`src/verilog/ldc_pkg.sv`:
```
// Purpose: shared constants and types for the laser driver serial control port
// Assumes: 3 address bits and 8 data bits per write, four implemented registers
// Notes:   everything here except the POS_ field positions is consumed by ldc_serial_control and its leaves
package ldc_pkg;

  localparam int unsigned ADDR_BITS  = 3;
  localparam int unsigned DATA_BITS  = 8;
  localparam int unsigned SHIFT_BITS = ADDR_BITS + DATA_BITS;
  localparam int unsigned REG_COUNT  = 4;
  localparam int unsigned SEL_COUNT  = 8;

  // register addresses
  localparam logic [2:0] ADDR_CONTROL_FLAGS   = 3'h0;
  localparam logic [2:0] ADDR_MODULATION      = 3'h1;
  localparam logic [2:0] ADDR_BIAS            = 3'h2;
  localparam logic [2:0] ADDR_EQUALIZER       = 3'h3;

  // field positions inside control_flags
  localparam int unsigned POS_CHIP_ON         = 7;
  localparam int unsigned POS_PD_POLARITY     = 6;
  localparam int unsigned POS_PD_RANGE        = 5;
  localparam int unsigned POS_OPEN_LOOP       = 4;
  localparam int unsigned POS_FAULT_DETECT_ON = 3;
  localparam int unsigned POS_MOD_RANGE       = 2;
  localparam int unsigned POS_EQ_BYPASS       = 1;

  // values after power-on, and bit count limits
  localparam logic [7:0] REG_RESET            = 8'h00;
  localparam logic [3:0] COUNT_RESET          = 4'h0;
  localparam logic [3:0] COUNT_FULL           = 4'hB;
  localparam logic [3:0] COUNT_STOP           = 4'hC;
  localparam logic [3:0] COUNT_SAT            = 4'hF;

  // control_flags layout, bit 7 first
  typedef struct packed {
    logic chipOn;
    logic photodiodePolarity;
    logic photodiodeRange;
    logic openLoopSelect;
    logic faultDetectOn;
    logic modulationRangeSelect;
    logic equalizerBypass;
    logic unused;
  } ldc_ctrl_s;

  // levels seen on the serial and status pins after synchronising
  typedef struct packed {
    logic fault;
    logic shutdown;
    logic sck;
    logic sda;
  } ldc_pins_s;

  typedef enum logic [1:0] {
    ST_IDLE  = 2'b01,
    ST_SHIFT = 2'b10
  } ldc_state_e;

endpackage

```
`src/verilog/ldc_decode.sv`:
```
// Purpose: 3-to-8 one-hot address decoder
// Assumes: purely combinational, same clock as the caller
// Notes:   every address gets its own select line
`timescale 1ns/1ps
module ldc_decode
  import ldc_pkg::*;
(
  input  wire logic [ADDR_BITS-1:0] addr,
  output logic      [SEL_COUNT-1:0] select
);

  function automatic logic [SEL_COUNT-1:0] one_hot(input logic [ADDR_BITS-1:0] a);
    logic [SEL_COUNT-1:0] r;
    r    = '0;
    r[a] = 1'b1;
    return r;
  endfunction

  assign select = one_hot(addr);

endmodule // ldc_decode

```
`src/verilog/ldc_serial_control.sv`:
```
// Purpose: write-only two-wire control port and register bank of a laser driver
// Assumes: clk at 100 MHz, serial lines and status pins asynchronous to it
// Notes:   serial clock is sampled, not used as a clock
//
// Notes on behaviour
// - equalizer bypass bit 1 of control at 0 routes data through equalizer.
// - equalizer bypass at 1 switches equalizer off and bypasses it.
// - equalizer strength comes from the 8-bit code in register 3.
// - 8-bit modulation level code goes to the modulation current generator.
// - one range-select bit picks between two modulation current ranges.
// - modulation generator runs only while chip-on is set.
// - shutdown pin high forces modulation current off.
// - fault present with fault detect enabled forces modulation off.
// - both lines high means idle on both sides.
// - start is data falling while serial clock high.
// - bits are captured while serial clock is high into 11-bit shift register.
// - stop is data rising after serial clock went high.
// - on stop the eight data bits go into the addressed register.
// - three address bits decode into eight select lines.
// - only addresses 0 to 3 hold registers.
// - control layout from bit 7: chip-on, pd polarity, pd range, open loop, fault en, mod range, eq bypass.
// - register 1 holds the full modulation level code.
// - register 2 holds the full bias level code.
// - register 3 holds the full equalizer strength code.
// - all control registers clear to zero at power-on.
// - toggling chip-on low then high releases the latched fault.
// - disabling by chip-on or shutdown keeps register contents.
`timescale 1ns/1ps
module ldc_serial_control
  import ldc_pkg::*;
(
  input  wire logic       clk,
  input  wire logic       rst_b,
  input  wire logic       sdaPin,
  input  wire logic       sckPin,
  input  wire logic       shutdownPin,
  input  wire logic       faultCondition,
  output ldc_ctrl_s       controlFlags,
  output logic            equalizerOn,
  output logic      [7:0] equalizerStrength,
  output logic      [7:0] modulationLevelCode,
  output logic            modulationRangeSelect,
  output logic            modulationOn,
  output logic      [7:0] biasLevelCode,
  output logic            biasOn,
  output logic            faultOutput,
  output logic            ignoredWrite
);

  ////////////////////////////////////////////////////////////////////////////
  // pin synchronisation

  ldc_pins_s pinsRaw;
  ldc_pins_s pinsSync;

  assign pinsRaw.sda      = sdaPin;
  assign pinsRaw.sck      = sckPin;
  assign pinsRaw.shutdown = shutdownPin;
  assign pinsRaw.fault    = faultCondition;

  ldc_sync #(
    .WIDTH   (4)
  ) u_sync (
    .clk     (clk),
    .rst_b   (rst_b),
    .asyncIn (pinsRaw),
    .syncOut (pinsSync)
  );

  ////////////////////////////////////////////////////////////////////////////
  // condition detection

  logic sdaPrev;
  logic sckPrev;

  always_ff @(posedge clk)
  begin
    if (!rst_b)
    begin
      sdaPrev <= 1'b1;
      sckPrev <= 1'b1;
    end
    else
    begin
      sdaPrev <= pinsSync.sda;
      sckPrev <= pinsSync.sck;
    end
  end

  wire sckHigh   = pinsSync.sck & sckPrev;
  wire startSeen = sckHigh & sdaPrev & ~pinsSync.sda;
  wire stopSeen  = sckHigh & ~sdaPrev & pinsSync.sda;
  // sample on entry to high phase
  wire sckRise   = pinsSync.sck & ~sckPrev;

  ////////////////////////////////////////////////////////////////////////////
  // shift engine

  ldc_state_e            state;
  ldc_state_e            next_state;
  logic [SHIFT_BITS-1:0] shiftReg;
  logic [SHIFT_BITS-1:0] next_shiftReg;
  logic [3:0]            bitCount;
  logic [3:0]            next_bitCount;
  logic                  commit;

  // stop clock rise is counted but never shifted, so a 10-bit frame cannot pass as 11
  wire countFull = (bitCount >= COUNT_FULL);
  wire countStop = (bitCount == COUNT_STOP);
  // saturate so an overlong frame cannot wrap back to a valid count
  wire countSat  = (bitCount == COUNT_SAT);

  always_comb
  begin
    next_state    = state;
    next_shiftReg = shiftReg;
    next_bitCount = bitCount;
    commit        = 1'b0;
    case (state)
      ST_IDLE:
      begin
        if (startSeen)
        begin
          next_state    = ST_SHIFT;
          next_bitCount = COUNT_RESET;
        end
      end
      ST_SHIFT:
      begin
        if (startSeen)
        begin
          next_bitCount = COUNT_RESET;
        end
        else if (stopSeen)
        begin
          commit     = countStop;
          next_state = ST_IDLE;
        end
        else if (sckRise && !countSat)
        begin
          // stop clock edge is counted only
          if (!countFull)
          begin
            next_shiftReg = {shiftReg[SHIFT_BITS-2:0], pinsSync.sda};
          end
          next_bitCount = bitCount + 4'h1;
        end
      end
      default:
      begin
        next_state = ST_IDLE;
      end
    endcase
  end

  always_ff @(posedge clk)
  begin
    if (!rst_b)
    begin
      state    <= ST_IDLE;
      shiftReg <= '0;
      bitCount <= COUNT_RESET;
    end
    else
    begin
      state    <= next_state;
      shiftReg <= next_shiftReg;
      bitCount <= next_bitCount;
    end
  end

  ////////////////////////////////////////////////////////////////////////////
  // address decode and register bank

  logic [SEL_COUNT-1:0] select;
  logic [7:0]           regBank [REG_COUNT];

  wire [ADDR_BITS-1:0] shiftAddr = shiftReg[SHIFT_BITS-1:DATA_BITS];
  wire [DATA_BITS-1:0] shiftData = shiftReg[DATA_BITS-1:0];

  // bank index is two bits wide; addresses 4..7 never reach it
  wire [1:0] idxControl    = ADDR_CONTROL_FLAGS[1:0];
  wire [1:0] idxModulation = ADDR_MODULATION[1:0];
  wire [1:0] idxBias       = ADDR_BIAS[1:0];
  wire [1:0] idxEqualizer  = ADDR_EQUALIZER[1:0];

  ldc_decode u_decode (
    .addr   (shiftAddr),
    .select (select)
  );

  wire upperHit = |select[SEL_COUNT-1:REG_COUNT];

  genvar r;
  generate
    for (r = 0; r < REG_COUNT; r++)
    begin : g_reg
      // contents held regardless of enable state
      always_ff @(posedge clk)
      begin
        if (!rst_b)
        begin
          regBank[r] <= REG_RESET;
        end
        else if (commit && select[r])
        begin
          regBank[r] <= shiftData;
        end
      end
    end
  endgenerate

  ////////////////////////////////////////////////////////////////////////////
  // fault latch and output gating

  ldc_ctrl_s ctrlNow;
  logic      faultLatch;
  logic      next_faultLatch;

  assign ctrlNow = ldc_ctrl_s'(regBank[idxControl]);

  // fault pin is sampled, so a pulse shorter than a clk period may be missed

  wire disabledNow = ~ctrlNow.chipOn | pinsSync.shutdown;
  wire faultHit    = pinsSync.fault & ctrlNow.faultDetectOn;

  // clear wins while disabled, as the part releases the pin then
  assign next_faultLatch = disabledNow ? 1'b0 : (faultLatch | faultHit);

  wire next_modulationOn = ~disabledNow & ~next_faultLatch;

  always_ff @(posedge clk)
  begin
    if (!rst_b)
    begin
      faultLatch <= 1'b0;
    end
    else
    begin
      faultLatch <= next_faultLatch;
    end
  end

  ////////////////////////////////////////////////////////////////////////////
  // registered outputs

  always_ff @(posedge clk)
  begin
    if (!rst_b)
    begin
      controlFlags          <= ldc_ctrl_s'(REG_RESET);
      equalizerOn           <= 1'b0;
      equalizerStrength     <= REG_RESET;
      modulationLevelCode   <= REG_RESET;
      modulationRangeSelect <= 1'b0;
      modulationOn          <= 1'b0;
      biasLevelCode         <= REG_RESET;
      biasOn                <= 1'b0;
      faultOutput           <= 1'b0;
      ignoredWrite          <= 1'b0;
    end
    else
    begin
      controlFlags          <= ctrlNow;
      equalizerOn           <= ~ctrlNow.equalizerBypass;
      equalizerStrength     <= regBank[idxEqualizer];
      modulationLevelCode   <= regBank[idxModulation];
      modulationRangeSelect <= ctrlNow.modulationRangeSelect;
      modulationOn          <= next_modulationOn;
      biasLevelCode         <= regBank[idxBias];
      // bias also drops to zero on a latched fault
      biasOn                <= ~disabledNow & ~next_faultLatch;
      faultOutput           <= next_faultLatch;
      // completed write to 4..7 stores nothing
      ignoredWrite          <= commit & upperHit;
    end
  end

endmodule // ldc_serial_control

```
`src/verilog/ldc_sync.sv`:
```
// Purpose: two-flop synchroniser for a group of asynchronous pin levels
// Assumes: inputs are slow levels compared with clk
// Notes:   first stage feeds only the second stage
`timescale 1ns/1ps
module ldc_sync
  import ldc_pkg::*;
#(
  parameter int unsigned WIDTH = 4
)
(
  input  wire logic             clk,
  input  wire logic             rst_b,
  input  wire logic [WIDTH-1:0] asyncIn,
  output logic      [WIDTH-1:0] syncOut
);

  logic [WIDTH-1:0] stage1;

  genvar i;
  generate
    for (i = 0; i < WIDTH; i++)
    begin : g_bit
      // idle lines are high, so resetting to one avoids a false edge
      always_ff @(posedge clk)
      begin
        if (!rst_b)
        begin
          stage1[i]  <= 1'b1;
          syncOut[i] <= 1'b1;
        end
        else
        begin
          stage1[i]  <= asyncIn[i];
          syncOut[i] <= stage1[i];
        end
      end
    end
  endgenerate

endmodule // ldc_sync
```
`config.mk`:
```
export PLATFORM = sky130hd
export DESIGN_NAME = ldc_serial_control
export DESIGN_NICKNAME = d
export VERILOG_FILES = /design/src/verilog/ldc_pkg.sv /design/src/verilog/ldc_decode.sv /design/src/verilog/ldc_serial_control.sv /design/src/verilog/ldc_sync.sv
export SDC_FILE = /design/constraint.sdc
export NUM_CORES = 1
export LEC_CHECK = 0
export ABC_AREA = 1
export BUFFER_PORTS_ARGS = -buffer_cell sky130_fd_sc_hd__buf_2
export CORE_AREA = 2 2 114 116
export DETAILED_ROUTE_END_ITERATION = 6
export DIE_AREA = 0 0 116 118
export PLACE_DENSITY_LB_ADDON = 0.15
export SETUP_SLACK_MARGIN = 0.05
export SYNTH_ARGS = -nofsm -noshare
export SYNTH_HDL_FRONTEND = slang
export SYNTH_HIERARCHICAL = 1
export SYNTH_SLANG_ARGS = --single-unit
```
`constraint.sdc`:
```
create_clock -name clk -period 1.4 [get_ports clk]
set_input_delay 0.14 -clock clk [delete_from_list [all_inputs] [get_ports clk]]
set_output_delay 0.14 -clock clk [all_outputs]
set_load 0.01 [all_outputs]
```
# After elaboration in Yosys (flattened, before gate mapping)
# Memories as Yosys holds them, arrays and structs flattened. A register that Yosys moved wholly into a read port is not among the register bits.
# Cells that the tools add are included.
# totals
output_inout_bits	38
ram_bits	32
regBits	39
memories	1
# memory_table
memory	depth	width	read_ports	rd_ports_with_merged_regs	wr	line_no	rtl
regBank	4	8	4	3	4	ldc_serial_control.sv:176	logic [7:0] regBank [REG_COUNT];
# classes
eq_ne	9
order_cmp	3
add_sub_neg	1
n_reduce_logical	15
mux	32
bitwise_logic	25
# ops
operator	count
two-way mux 8 bit	4
two-way mux 1 bit	18
two-way mux 4 bit	4
NOT 1 bit	10
AND 1 bit	9
== test 4 bit (second input constant)	2
one-hot mux 4 bit (2 select lines)	1
logical AND 1 bit	6
two-way mux 2 bit	3
inequality test 2 bit (second input constant)	3
inequality test 3 bit (second input constant)	2
OR 1 bit	6
AND reduction 5 bit	1
adder 4 x 1 -> 4 bit (second input constant)	1
>= comparator 4 bit (second input constant)	1
zero test 1 bit	4
less-than comparator 3 x 4 -> 1 bit (second input constant)	1
one-hot mux 2 bit (2 select lines)	1
AND reduction 4 bit	1
OR reduction 4 bit	1
demux 1 bit (select 3 bit)	1
>= comparator 3 x 1 -> 1 bit (second input constant)	1
AND reduction 3 bit	1
== test 2 x 1 -> 1 bit (second input constant)	1
2 further kinds	2

# Longest topological paths before layout
# Gate-level depths: netlist (run 1).
# logic_depth
ltp_word	11
ltp_mapped	10
mapped_depth_nobuf	10

# Cells and area by module
# Netlist (run 1), hierarchy kept.
# by_module_without_submodules
mod	seq_area_each_um2	cells_per_inst	n_inst	area_per_inst_um2
ldc_serial_control	2062.0	316	1	3249.4
ldc_sync	160.2	25	1	225.2
ldc_decode	0.0	15	1	56.3

# Worst setup path before layout (run 1)
# Ideal clock, no wire load.
# synth_path
path_type	flip-flop to flip-flop
start	reg bitCount[0]
end	mem regBank[0][0] (enable)
arrival_time_ns	1.248
path_buffers	1
t_required_ns	1.098
slack_ns	-0.149
path_stages_with_launch	7
setup_ns	0.302
path_cell_list	dfxtp_1 -> inv_1 -> ha_1 -> and3_1 -> buf_6 -> nand3_4 -> nand2_1
# synth_rtl
item	line_no	rtl
start, declared	ldc_serial_control.sv:103	logic [3:0] bitCount;
start signal, assigned	ldc_serial_control.sv:168	bitCount <= next_bitCount;
end, declared	ldc_serial_control.sv:176	

==> flow_results.xml, run 1 <==
<?xml version="1.0" encoding="UTF-8"?>
<metrics>
  <group name="die">
    <metric name="die_height" unit="µm">118</metric>
    <metric name="io-pin-count" unit="">44</metric>
    <metric name="rows" unit="">41</metric>
    <metric name="initial_utilization" unit="%">28.44</metric>
    <metric name="floorplan.die.width" unit="µm">116</metric>
    <metric name="design.core.area" unit="mm²">0.01241</metric>
    <metric name="die_area" unit="mm²">0.01369</metric>
  </group>
  <group name="setup_path">
    <metric name="r2r_cells" unit="">6</metric>
    <metric name="critPathRequiredTime" unit="ns">1.48</metric>
    <metric name="worst_ep_arrival_time" unit="ns">1.43</metric>
    <metric name="timing.critical_path.cells" unit="">inv_2 &gt; ha_1 &gt; and3_4 &gt; nand3_4 &gt; buf_6 &gt; nor3_2</metric>
    <metric name="critical_path.endpoint_type" unit="">register</metric>
    <metric name="timing.critical_path.from_type" unit="">register</metric>
    <metric name="crit_slowest_cell" unit="">sky130_fd_sc_hd__dfxtp_2</metric>
    <metric name="crit_fanout" unit="">6</metric>
    <metric name="critical-path-max-stage-delay" unit="ns">0.35</metric>
    <metric name="timing.setup.critical_path_class" unit="">reg -&gt; reg</metric>
  </group>
  <group name="route">
    <metric name="routed.top_layer" unit="">met4</metric>
    <metric name="wl_per_cell" unit="µm">10.53</metric>
    <metric name="vias_cell" unit="">3.869</metric>
    <metric name="drtPass1Iterations" unit="">4</metric>
    <metric name="drt_iter0_markers" unit="">107</metric>
    <metric name="dr_wl_met2" unit="µm">2943</metric>
    <metric name="vias" unit="">2325</metric>
    <metric name="met3WireLength" unit="µm">252</metric>
    <metric name="wl" unit="µm">6330</metric>
    <metric name="route.layer.met1.wl" unit="µm">2963</metric>
    <metric name="route.detailed.drc" unit="">0</metric>
    <metric name="antenna_left" unit="">0</metric>
  </group>
  <group name="sta">
    <metric name="setup_violations" unit="">0</metric>
    <metric name="finalWorstPathRequiredPeriod" unit="ns">1.351</metric>
    <metric name="max_freq" unit="MHz">740.0</metric>
    <metric name="timing_hold_violations_final" unit="">0</metric>
    <metric name="fin_crit_sh" unit="%">96.52</metric>
    <metric name="finalWorstSetupSlack" unit="ns">0.04869</metric>
    <metric name="grt_setup_unrepaired" unit="">yes</metric>
    <metric name="final.setup_skew" unit="ns">0.008705</metric>
    <metric name="final_max_slew_viol_count" unit="">0</metric>
    <metric name="tightest_slew" unit="ns">0.3577</metric>
    <metric name="max_slew_margin_vs_limit" unit="%">76.13</metric>
  </group>
  <group name="placement">
    <metric name="placed_area" unit="mm²">0.004105</metric>
    <metric name="place_congestion" unit="">0.7213</metric>
    <metric name="numPortBuffers" unit="">43</metric>
    <metric name="post_place_setup_slack" unit="ns">-0.01605</metric>
    <metric name="detailed_place_hpwl" unit="µm">4406</metric>
  </group>
  <group name="final_layout">
    <metric name="antennaDiodeCount" unit="">0</metric>
    <metric name="drive_gt1_share" unit="%">34.03</metric>
    <metric name="post-route-cell-area" unit="mm²">0.004581</metric>
    <metric name="layout-area-overhead-vs-synth" unit="%">29.73</metric>
    <metric name="layout.nets" unit="">432</metric>
  </group>
  <group name="logic_synthesis">
    <metric name="ys_seq_area_share" unit="%">62.93</metric>
    <metric name="synth_fp_nets" unit="">364</metric>
    <metric name="syn-instance-count" unit="">356</metric>
    <metric name="ff_latch_count_synth" unit="">95</metric>
    <metric name="syn_area" unit="mm²">0.003531</metric>
    <metric name="yosys_warnings" unit="">6</metric>
    <metric name="synthesis.area_per_instance" unit="µm²">9.918</metric>
    <metric name="netlist-cell-type-count" unit="">30</metric>
  </group>
  <group name="clocking">
    <metric name="tritoncts_num_sinks" unit="">95</metric>
    <metric name="tritoncts" unit="">done</metric>
    <metric name="worst_skew_pair.late_latency" unit="ns">0.34</metric>
    <metric name="tritoncts.num_buffers" unit="">9</metric>
    <metric name="clock_tree.buffer_depth" unit="">2</metric>
    <metric name="path_clk_slew" unit="ns">0.06</metric>
    <metric name="htree_num_levels" unit="">3</metric>
    <metric name="cts-root-buf" unit="">sky130_fd_sc_hd__clkbuf_16</metric>
  </group>
  <group name="power_and_ir_drop">
    <metric name="comb_power_share" unit="%">9.5</metric>
    <metric name="leakage" unit="µW">0.002161</metric>
    <metric name="highest_ir_drop_seen_on_vdd" unit="mV">0.6681</metric>
    <metric name="power.share.clock" unit="%">41.6</metric>
    <metric name="p_sw" unit="µW">1411</metric>
    <metric name="register_share_of_total_power" unit="%">48.8</metric>
    <metric name="switching_part_of_the_total_power" unit="%">22.78</metric>
    <metric name="pwr_density" unit="mW/mm²">1352</metric>
    <metric name="power_report.internal_total" unit="µW">4784</metric>
  </group>
  <group name="job">
    <metric name="max_cap_viol_count" unit="">0</metric>
  </group>
  <group name="hold_path">
    <metric name="hold_path_depth" unit="">3</metric>
    <metric name="timing.hold.worst.class" unit="">in -&gt; reg</metric>
  </group>
  <group name="global_route">
    <metric name="grt_first_pass_wirelength" unit="µm">10420</metric>
    <metric name="grt_use_total" unit="%">10.11</metric>
    <metric name="maximum_number_of_pins_on_one_net_before_global_route_repair" unit="">24</metric>
    <metric name="number_of_antenna_violations_at_the_first_check_in_global_routing" unit="">0</metric>
    <metric name="global_route.overflow_total" unit="">0</metric>
    <metric name="via_count_of_the_first_global_routing_pass" unit="">2148</metric>
  </group>
  <group name="run_status">
    <metric name="outcome" unit="">complete, no violations</metric>
  </group>
</metrics>
## synth_stat cells
cell	instances	area [µm²]
sky130_fd_sc_hd__buf_4	2	15.01
sky130_fd_sc_hd__edfxtp_1	32	960.9
sky130_fd_sc_hd__nor3b_1	1	7.510
sky130_fd_sc_hd__nand4_1	1	6.260
sky130_fd_sc_hd__nand2_2	4	25.02
sky130_fd_sc_hd__nor2_1	37	138.9
sky130_fd_sc_hd__buf_6	2	22.52
sky130_fd_sc_hd__nor3_2	16	160.2
sky130_fd_sc_hd__or2_2	1	6.260
sky130_fd_sc_hd__a21oi_1	13	65.06
sky130_fd_sc_hd__inv_1	61	229.0
sky130_fd_sc_hd__nand3_4	2	35.03
sky130_fd_sc_hd__nand3_1	12	60.06
sky130_fd_sc_hd__inv_2	5	18.77
sky130_fd_sc_hd__nand2_4	3	33.78
sky130_fd_sc_hd__nor2_8	1	20.02
sky130_fd_sc_hd__a21oi_2	2	17.52
sky130_fd_sc_hd__nand2_8	1	20.02
sky130_fd_sc_hd__o21ai_0	9	45.04
sky130_fd_sc_hd__ha_1	2	25.02
sky130_fd_sc_hd__nor3_1	2	10.01
sky130_fd_sc_hd__o21a_4	1	15.01
sky130_fd_sc_hd__nand2_1	69	259.0
sky130_fd_sc_hd__nor4_1	1	6.260
sky130_fd_sc_hd__nand3_2	1	10.01
sky130_fd_sc_hd__buf_2	4	20.02
sky130_fd_sc_hd__and3_1	1	6.260
sky130_fd_sc_hd__dfxtp_1	63	1261
sky130_fd_sc_hd__inv_4	2	12.51
sky130_fd_sc_hd__clkbuf_1	5	18.77
## power groups by stage
stage               Sequential, µW  Combinational, µW  Clock [µW]
floorplan                     3110                321           0
finish                        3020                591        2580
global route                  3040                673        2780
global placement              3080                545           0
CTS                           3020                561        2670
detailed placement            3080                546           0
## cell type report
| cell class | count | area [µm²] |
|---|---|---|
| clock buffer | 9 | 225.2 |
| clock inverter | 7 | 92.59 |
| fill | 1284 | 7834 |
| inverter | 68 | 262.8 |
| multi-input combinational | 180 | 1111 |
| sequential | 95 | 2226 |
| tap | 172 | 215.2 |
| timing repair buffer | 70 | 447.9 |
## layout by cell type (no fill, tap or decap), types with 5 or more instances in the layout
cell type                   count
sky130_fd_sc_hd__a21oi_1       13
sky130_fd_sc_hd__buf_2         43
sky130_fd_sc_hd__buf_4         20
sky130_fd_sc_hd__clkbuf_16      9
sky130_fd_sc_hd__dfxtp_1       60
sky130_fd_sc_hd__edfxtp_1      32
sky130_fd_sc_hd__inv_1         60
sky130_fd_sc_hd__inv_2          6
sky130_fd_sc_hd__nand2_1       62
sky130_fd_sc_hd__nand2_2        6
sky130_fd_sc_hd__nand2_4        7
sky130_fd_sc_hd__nand3_1       10
sky130_fd_sc_hd__nor2_1        27
sky130_fd_sc_hd__nor2_2        10
sky130_fd_sc_hd__nor3_2        10
sky130_fd_sc_hd__nor3_4         6
sky130_fd_sc_hd__o21ai_0        5
## timing repair
item | CTS | global route
setup buffers | 0 | 1
hold endpoints to repair | 4 | 0
gates resized for setup | 10 | 27
pin swaps | 2 | 6
hold buffers | 4 | 0
setup endpoints to repair | 54 | 77
## per-stage QoR
step	hold slack [ns]	total power, µW	instances	utilization (%)	setup TNS [ns]
6_report	0.08821	6194	601	36.90	0
5_1_grt	0.1133	6491	601	36.90	-0.04728
3_5_place_dp	0.3181	3631	581	33.07	-0.2112
2_1_floorplan	0.2248	3433	356	-	0
3_3_place_gp	0.3114	3628	581	33.07	-0.1568
4_1_cts	0.09504	6257	600	36.16	0
## sequential cells by signal, summed over array words and instances (netlist names), 2 cells and up
| register | count |
|---|---|
| regBank | 32 |
| shiftReg | 11 |
| biasLevelCode | 8 |
| equalizerStrength | 8 |
| modulationLevelCode | 8 |
| controlFlags | 7 |
| bitCount | 4 |
| u_sync/stage1 | 4 |
| u_sync/syncOut | 4 |
| state | 2 |
## cell families after synthesis
logic type,Yosys count,synth area share (%)
flip-flops,95,62.93
adder cells (fa/ha/maj),2,0.7086
buffers and inverters,81,9.532
AO/OA/AOI/OAI,25,4.039
AND/OR/NAND/NOR,153,22.79
## per-layer routing
layer  vias up  global-route usage [%]
met5         -                       0
met4         0                   5.357
met3        11                   2.935
met2        36                   15.68
met1      1039                   12.57
li1       1239                       -
## critical path: cells and delay by family (launching register included)
kind                       cells  cell delay, ns
and+or+nand+nor                3            0.36
DFF                            1            0.35
buffers and inverters          2            0.19
adders and majority gates      1            0.18
## worst paths after layout
kind,startpoint,end,slack [ns]
max,bitCount[0],regBank[0][1],0.05
min,rst_b,controlFlags[7],0.09
max reg2reg,bitCount[0],regBank[0][1],0.05
min reg2reg,u_sync/stage1[1],u_sync/syncOut[1],0.41
No activity file was read; power rests on OpenSTA's default activity.
==> run 2: changes to the inputs <==
--- a/config.mk
+++ b/config.mk
@@ -8,9 +8,10 @@
 export ABC_AREA = 1
 export BUFFER_PORTS_ARGS = -buffer_cell sky130_fd_sc_hd__buf_2
 export CORE_AREA = 2 2 114 116
+export CTS_CLUSTER_DIAMETER = 80
 export DETAILED_ROUTE_END_ITERATION = 6
 export DIE_AREA = 0 0 116 118
-export PLACE_DENSITY_LB_ADDON = 0.15
+export PLACE_DENSITY = 0.48
 export SETUP_SLACK_MARGIN = 0.05
 export SYNTH_ARGS = -nofsm -noshare
 export SYNTH_HDL_FRONTEND = slang
==> constraint.sdc (replaced) <==
create_clock -name clk -period 1.68 [get_ports clk]
set_input_delay 0.168 -clock clk [delete_from_list [all_inputs] [get_ports clk]]
set_output_delay 0.168 -clock clk [all_outputs]
set_load 0.01 [all_outputs]
==> run 2 against run 1 <==
- count of clock-buffer cells in the layout increased by 3
- final area decreased by 4.6%
- sequential power decreased by 17%
- sequential share of layout area increased by 2.2 points
- worst setup slack improved by 0.10 ns
- core utilization decreased by 1.7 points
- global-route usage decreased by 0.35 points
- largest power group unchanged
==> flow_results.xml, run 2 (synthesized netlist as in run 1, its figures left out) <==
<?xml version="1.0" encoding="UTF-8"?>
<metrics>
  <group name="sta">
    <metric name="finalWorstPathRequiredPeriod" unit="ns">1.531</metric>
    <metric name="grt_setup_unrepaired" unit="">no</metric>
    <metric name="timing.setup.tns" unit="ns">0</metric>
    <metric name="fin_crit_sh" unit="%">91.12</metric>
    <metric name="max_freq" unit="MHz">653.3</metric>
    <metric name="tightest_slew" unit="ns">0.3375</metric>
    <metric name="setup_violations" unit="">0</metric>
    <metric name="final_max_slew_viol_count" unit="">0</metric>
    <metric name="timing_hold_violations_final" unit="">0</metric>
    <metric name="final.setup_skew" unit="ns">0.007186</metric>
    <metric name="max_slew_margin_vs_limit" unit="%">77.44</metric>
  </group>
  <group name="power_and_ir_drop">
    <metric name="power.share.clock" unit="%">42.7</metric>
    <metric name="register_share_of_total_power" unit="%">48.8</metric>
    <metric name="highest_ir_drop_seen_on_vdd" unit="mV">0.4329</metric>
    <metric name="leakage" unit="µW">0.002084</metric>
    <metric name="comb_power_share" unit="%">8.5</metric>
    <metric name="p_sw" unit="µW">1129</metric>
    <metric name="switching_part_of_the_total_power" unit="%">21.95</metric>
    <metric name="pwr_density" unit="mW/mm²">1176</metric>
    <metric name="power_report.internal_total" unit="µW">4013</metric>
  </group>
  <group name="final_layout">
    <metric name="antennaDiodeCount" unit="">0</metric>
    <metric name="multi_input_area" unit="µm²">973.4</metric>
    <metric name="post-route-cell-area" unit="mm²">0.004372</metric>
    <metric name="drive_gt1_share" unit="%">26.73</metric>
    <metric name="number_of_flip_flops_in_the_largest_register" unit="">32</metric>
    <metric name="top_regs" unit="">regBank: 32 flops, shiftReg: 11 flops</metric>
    <metric name="layout.cells.most_common_list" unit="">sky130_fd_sc_hd__nand2_1 (69), sky130_fd_sc_hd__dfxtp_1 (63), sky130_fd_sc_hd__inv_1 (61)</metric>
    <metric name="seqCellArea" unit="mm²">0.002222</metric>
    <metric name="layout-area-overhead-vs-synth" unit="%">23.81</metric>
    <metric name="layout.nets" unit="">422</metric>
    <metric name="fillers" unit="">1286</metric>
    <metric name="layout_commonest_cell" unit="">sky130_fd_sc_hd__nand2_1</metric>
    <metric name="max_flop_register" unit="">regBank</metric>
  </group>
  <group name="clocking">
    <metric name="tritoncts" unit="">done</metric>
    <metric name="cts-root-buf" unit="">sky130_fd_sc_hd__clkbuf_16</metric>
    <metric name="worst_skew_pair.late_latency" unit="ns">0.34</metric>
    <metric name="tritoncts.num_buffers" unit="">9</metric>
    <metric name="tritoncts_num_sinks" unit="">95</metric>
    <metric name="clock_tree.buffer_depth" unit="">2</metric>
    <metric name="htree_num_levels" unit="">3</metric>
    <metric name="path_clk_slew" unit="ns">0.06</metric>
  </group>
  <group name="placement">
    <metric name="placed_area" unit="mm²">0.003995</metric>
    <metric name="detailed_place_hpwl" unit="µm">4386</metric>
    <metric name="numPortBuffers" unit="">43</metric>
    <metric name="place_congestion" unit="">0.7397</metric>
  </group>
  <group name="setup_path">
    <metric name="critPathRequiredTime" unit="ns">1.69</metric>
    <metric name="critical_path.endpoint_type" unit="">register</metric>
    <metric name="timing.critical_path.from_type" unit="">register</metric>
    <metric name="worst_r2r_startpoint" unit="">bitCount[0]</metric>
    <metric name="timing.critical_path.cells" unit="">inv_1 &gt; ha_1 &gt; and3_2 &gt; nand3_1 &gt; nand2_1</metric>
    <metric name="crit_family" unit="">simple AND/OR/NAND/NOR gates</metric>
    <metric name="worstSetupStartpoint" unit="">bitCount[0]</metric>
    <metric name="worst_ep_arrival_time" unit="ns">1.54</metric>
    <metric name="crit_slowest_cell" unit="">sky130_fd_sc_hd__dfxtp_1</metric>
    <metric name="critical-path-max-stage-delay" unit="ns">0.31</metric>
    <metric name="worstPathBufferInverterCount" unit="">1</metric>
    <metric name="timing.setup.critical_path_class" unit="">reg -&gt; reg</metric>
    <metric name="crit_fanout" unit="">8</metric>
  </group>
  <group name="global_route">
    <metric name="maximum_number_of_pins_on_one_net_before_global_route_repair" unit="">23</metric>
    <metric name="grt_use_total" unit="%">9.757</metric>
    <metric name="grt_first_pass_wirelength" unit="µm">10070</metric>
    <metric name="number_of_antenna_violations_at_the_first_check_in_global_routing" unit="">0</metric>
    <metric name="via_count_of_the_first_global_routing_pass" unit="">2074</metric>
    <metric name="global_route.overflow_total" unit="">0</metric>
  </group>
  <group name="route">
    <metric name="drt_iter0_markers" unit="">118</metric>
    <metric name="wl" unit="µm">6167</metric>
    <metric name="antenna_left" unit="">0</metric>
    <metric name="vias" unit="">2297</metric>
    <metric name="vias_cell" unit="">3.887</metric>
    <metric name="drtPass1Iterations" unit="">4</metric>
    <metric name="wl_per_cell" unit="µm">10.43</metric>
    <metric name="route.detailed.drc" unit="">0</metric>
  </group>
  <group name="die">
    <metric name="die_area" unit="mm²">0.01369</metric>
    <metric name="io-pin-count" unit="">44</metric>
    <metric name="floorplan.die.width" unit="µm">116</metric>
    <metric name="die_height" unit="µm">118</metric>
    <metric name="initial_utilization" unit="%">28.44</metric>
    <metric name="design.core.area" unit="mm²">0.01241</metric>
    <metric name="rows" unit="">41</metric>
  </group>
  <group name="run_status">
    <metric name="outcome" unit="">complete, no violations</metric>
  </group>
  <group name="hold_path">
    <metric name="timing.hold.worst.class" unit="">in -&gt; reg</metric>
    <metric name="timing.hold.worst.start" unit="">rst_b</metric>
  </group>
  <group name="job">
    <metric name="max_cap_viol_count" unit="">0</metric>
  </group>
</metrics>
[run 2: cell count changes in the layout (fill, tap and decap cells not counted), moves of 6 or more]
cell                      before  now
sky130_fd_sc_hd__nand2_1      62   69
sky130_fd_sc_hd__nor3_4        6    0
sky130_fd_sc_hd__buf_4        20   12
sky130_fd_sc_hd__nor2_2       10    0
sky130_fd_sc_hd__nor3_2       10   16
sky130_fd_sc_hd__nor2_1       27   37
[run 2: area by class of cell]
| type | count | share of cell area (%) |
|---|---|---|
| Clock buffer | 12 | 6.611 |
| Clock inverter | 4 | 1.059 |
| Inverter | 68 | 5.953 |
| Multi-Input combinational cell | 180 | 22.27 |
| Sequential cell | 95 | 50.83 |
| Tap cell | 172 | 4.923 |
| Timing Repair Buffer | 60 | 8.357 |
[run 2: stage by stage]
step | setup slack (ns) | total power, µW | hold slack, ns | util [%] | instances
2_1_floorplan | 0.1306 | 2852 | 0.2528 | - | 356
3_3_place_gp | 0.08502 | 2987 | 0.3388 | 32.18 | 571
3_5_place_dp | 0.03449 | 2995 | 0.3462 | 32.18 | 571
4_1_cts | 0.1379 | 5218 | 0.2105 | 35.21 | 591
5_1_grt | 0.06708 | 5351 | 0.2332 | 35.21 | 591
6_report | 0.1492 | 5142 | 0.2187 | 35.21 | 591
[run 2: power by group through the flow]
stage	clock (µW)	sequential [µW]	combinational, µW
floorplan	0	2590	263
detailed placement	0	2560	433
CTS	2260	2510	442
finish	2190	2510	436
global route	2330	2520	500
global placement	0	2560	425
[run 2: repair_timing]
item | 4_1_cts | 5_1_grt
buffers inserted | 0 | 0
endpoints found under the hold margin | 4 | 0
resized for setup | 1 | 1
cloned | 0 | 0
hold buffers | 4 | 0
endpoints found under the setup margin | 10 | 1
[run 2: final timing paths]
kind	end	slack, ns	depth (start not counted)
worst max register to register	regBank[1][7]	0.15	5
worst max-delay path	regBank[1][7]	0.15	5
worst min-delay path	shiftReg[6]	0.22	3
worst min register to register	u_sync/syncOut[1]	0.40	2
[run 2: worst min-delay path, delay by kind of cell]
family	cells	cell delay [ns]
buffers and inverters	1	0.20
AO/OA/AOI/OAI	2	0.15
[run 2: routing by layer]
layer	global-route usage, %	wire length, µm	share of wire [%]
met3	3.296	249	4.0
met2	15.20	2884	47
met4	4.911	138	2.2
met5	0	0	0
met1	11.91	2895	47
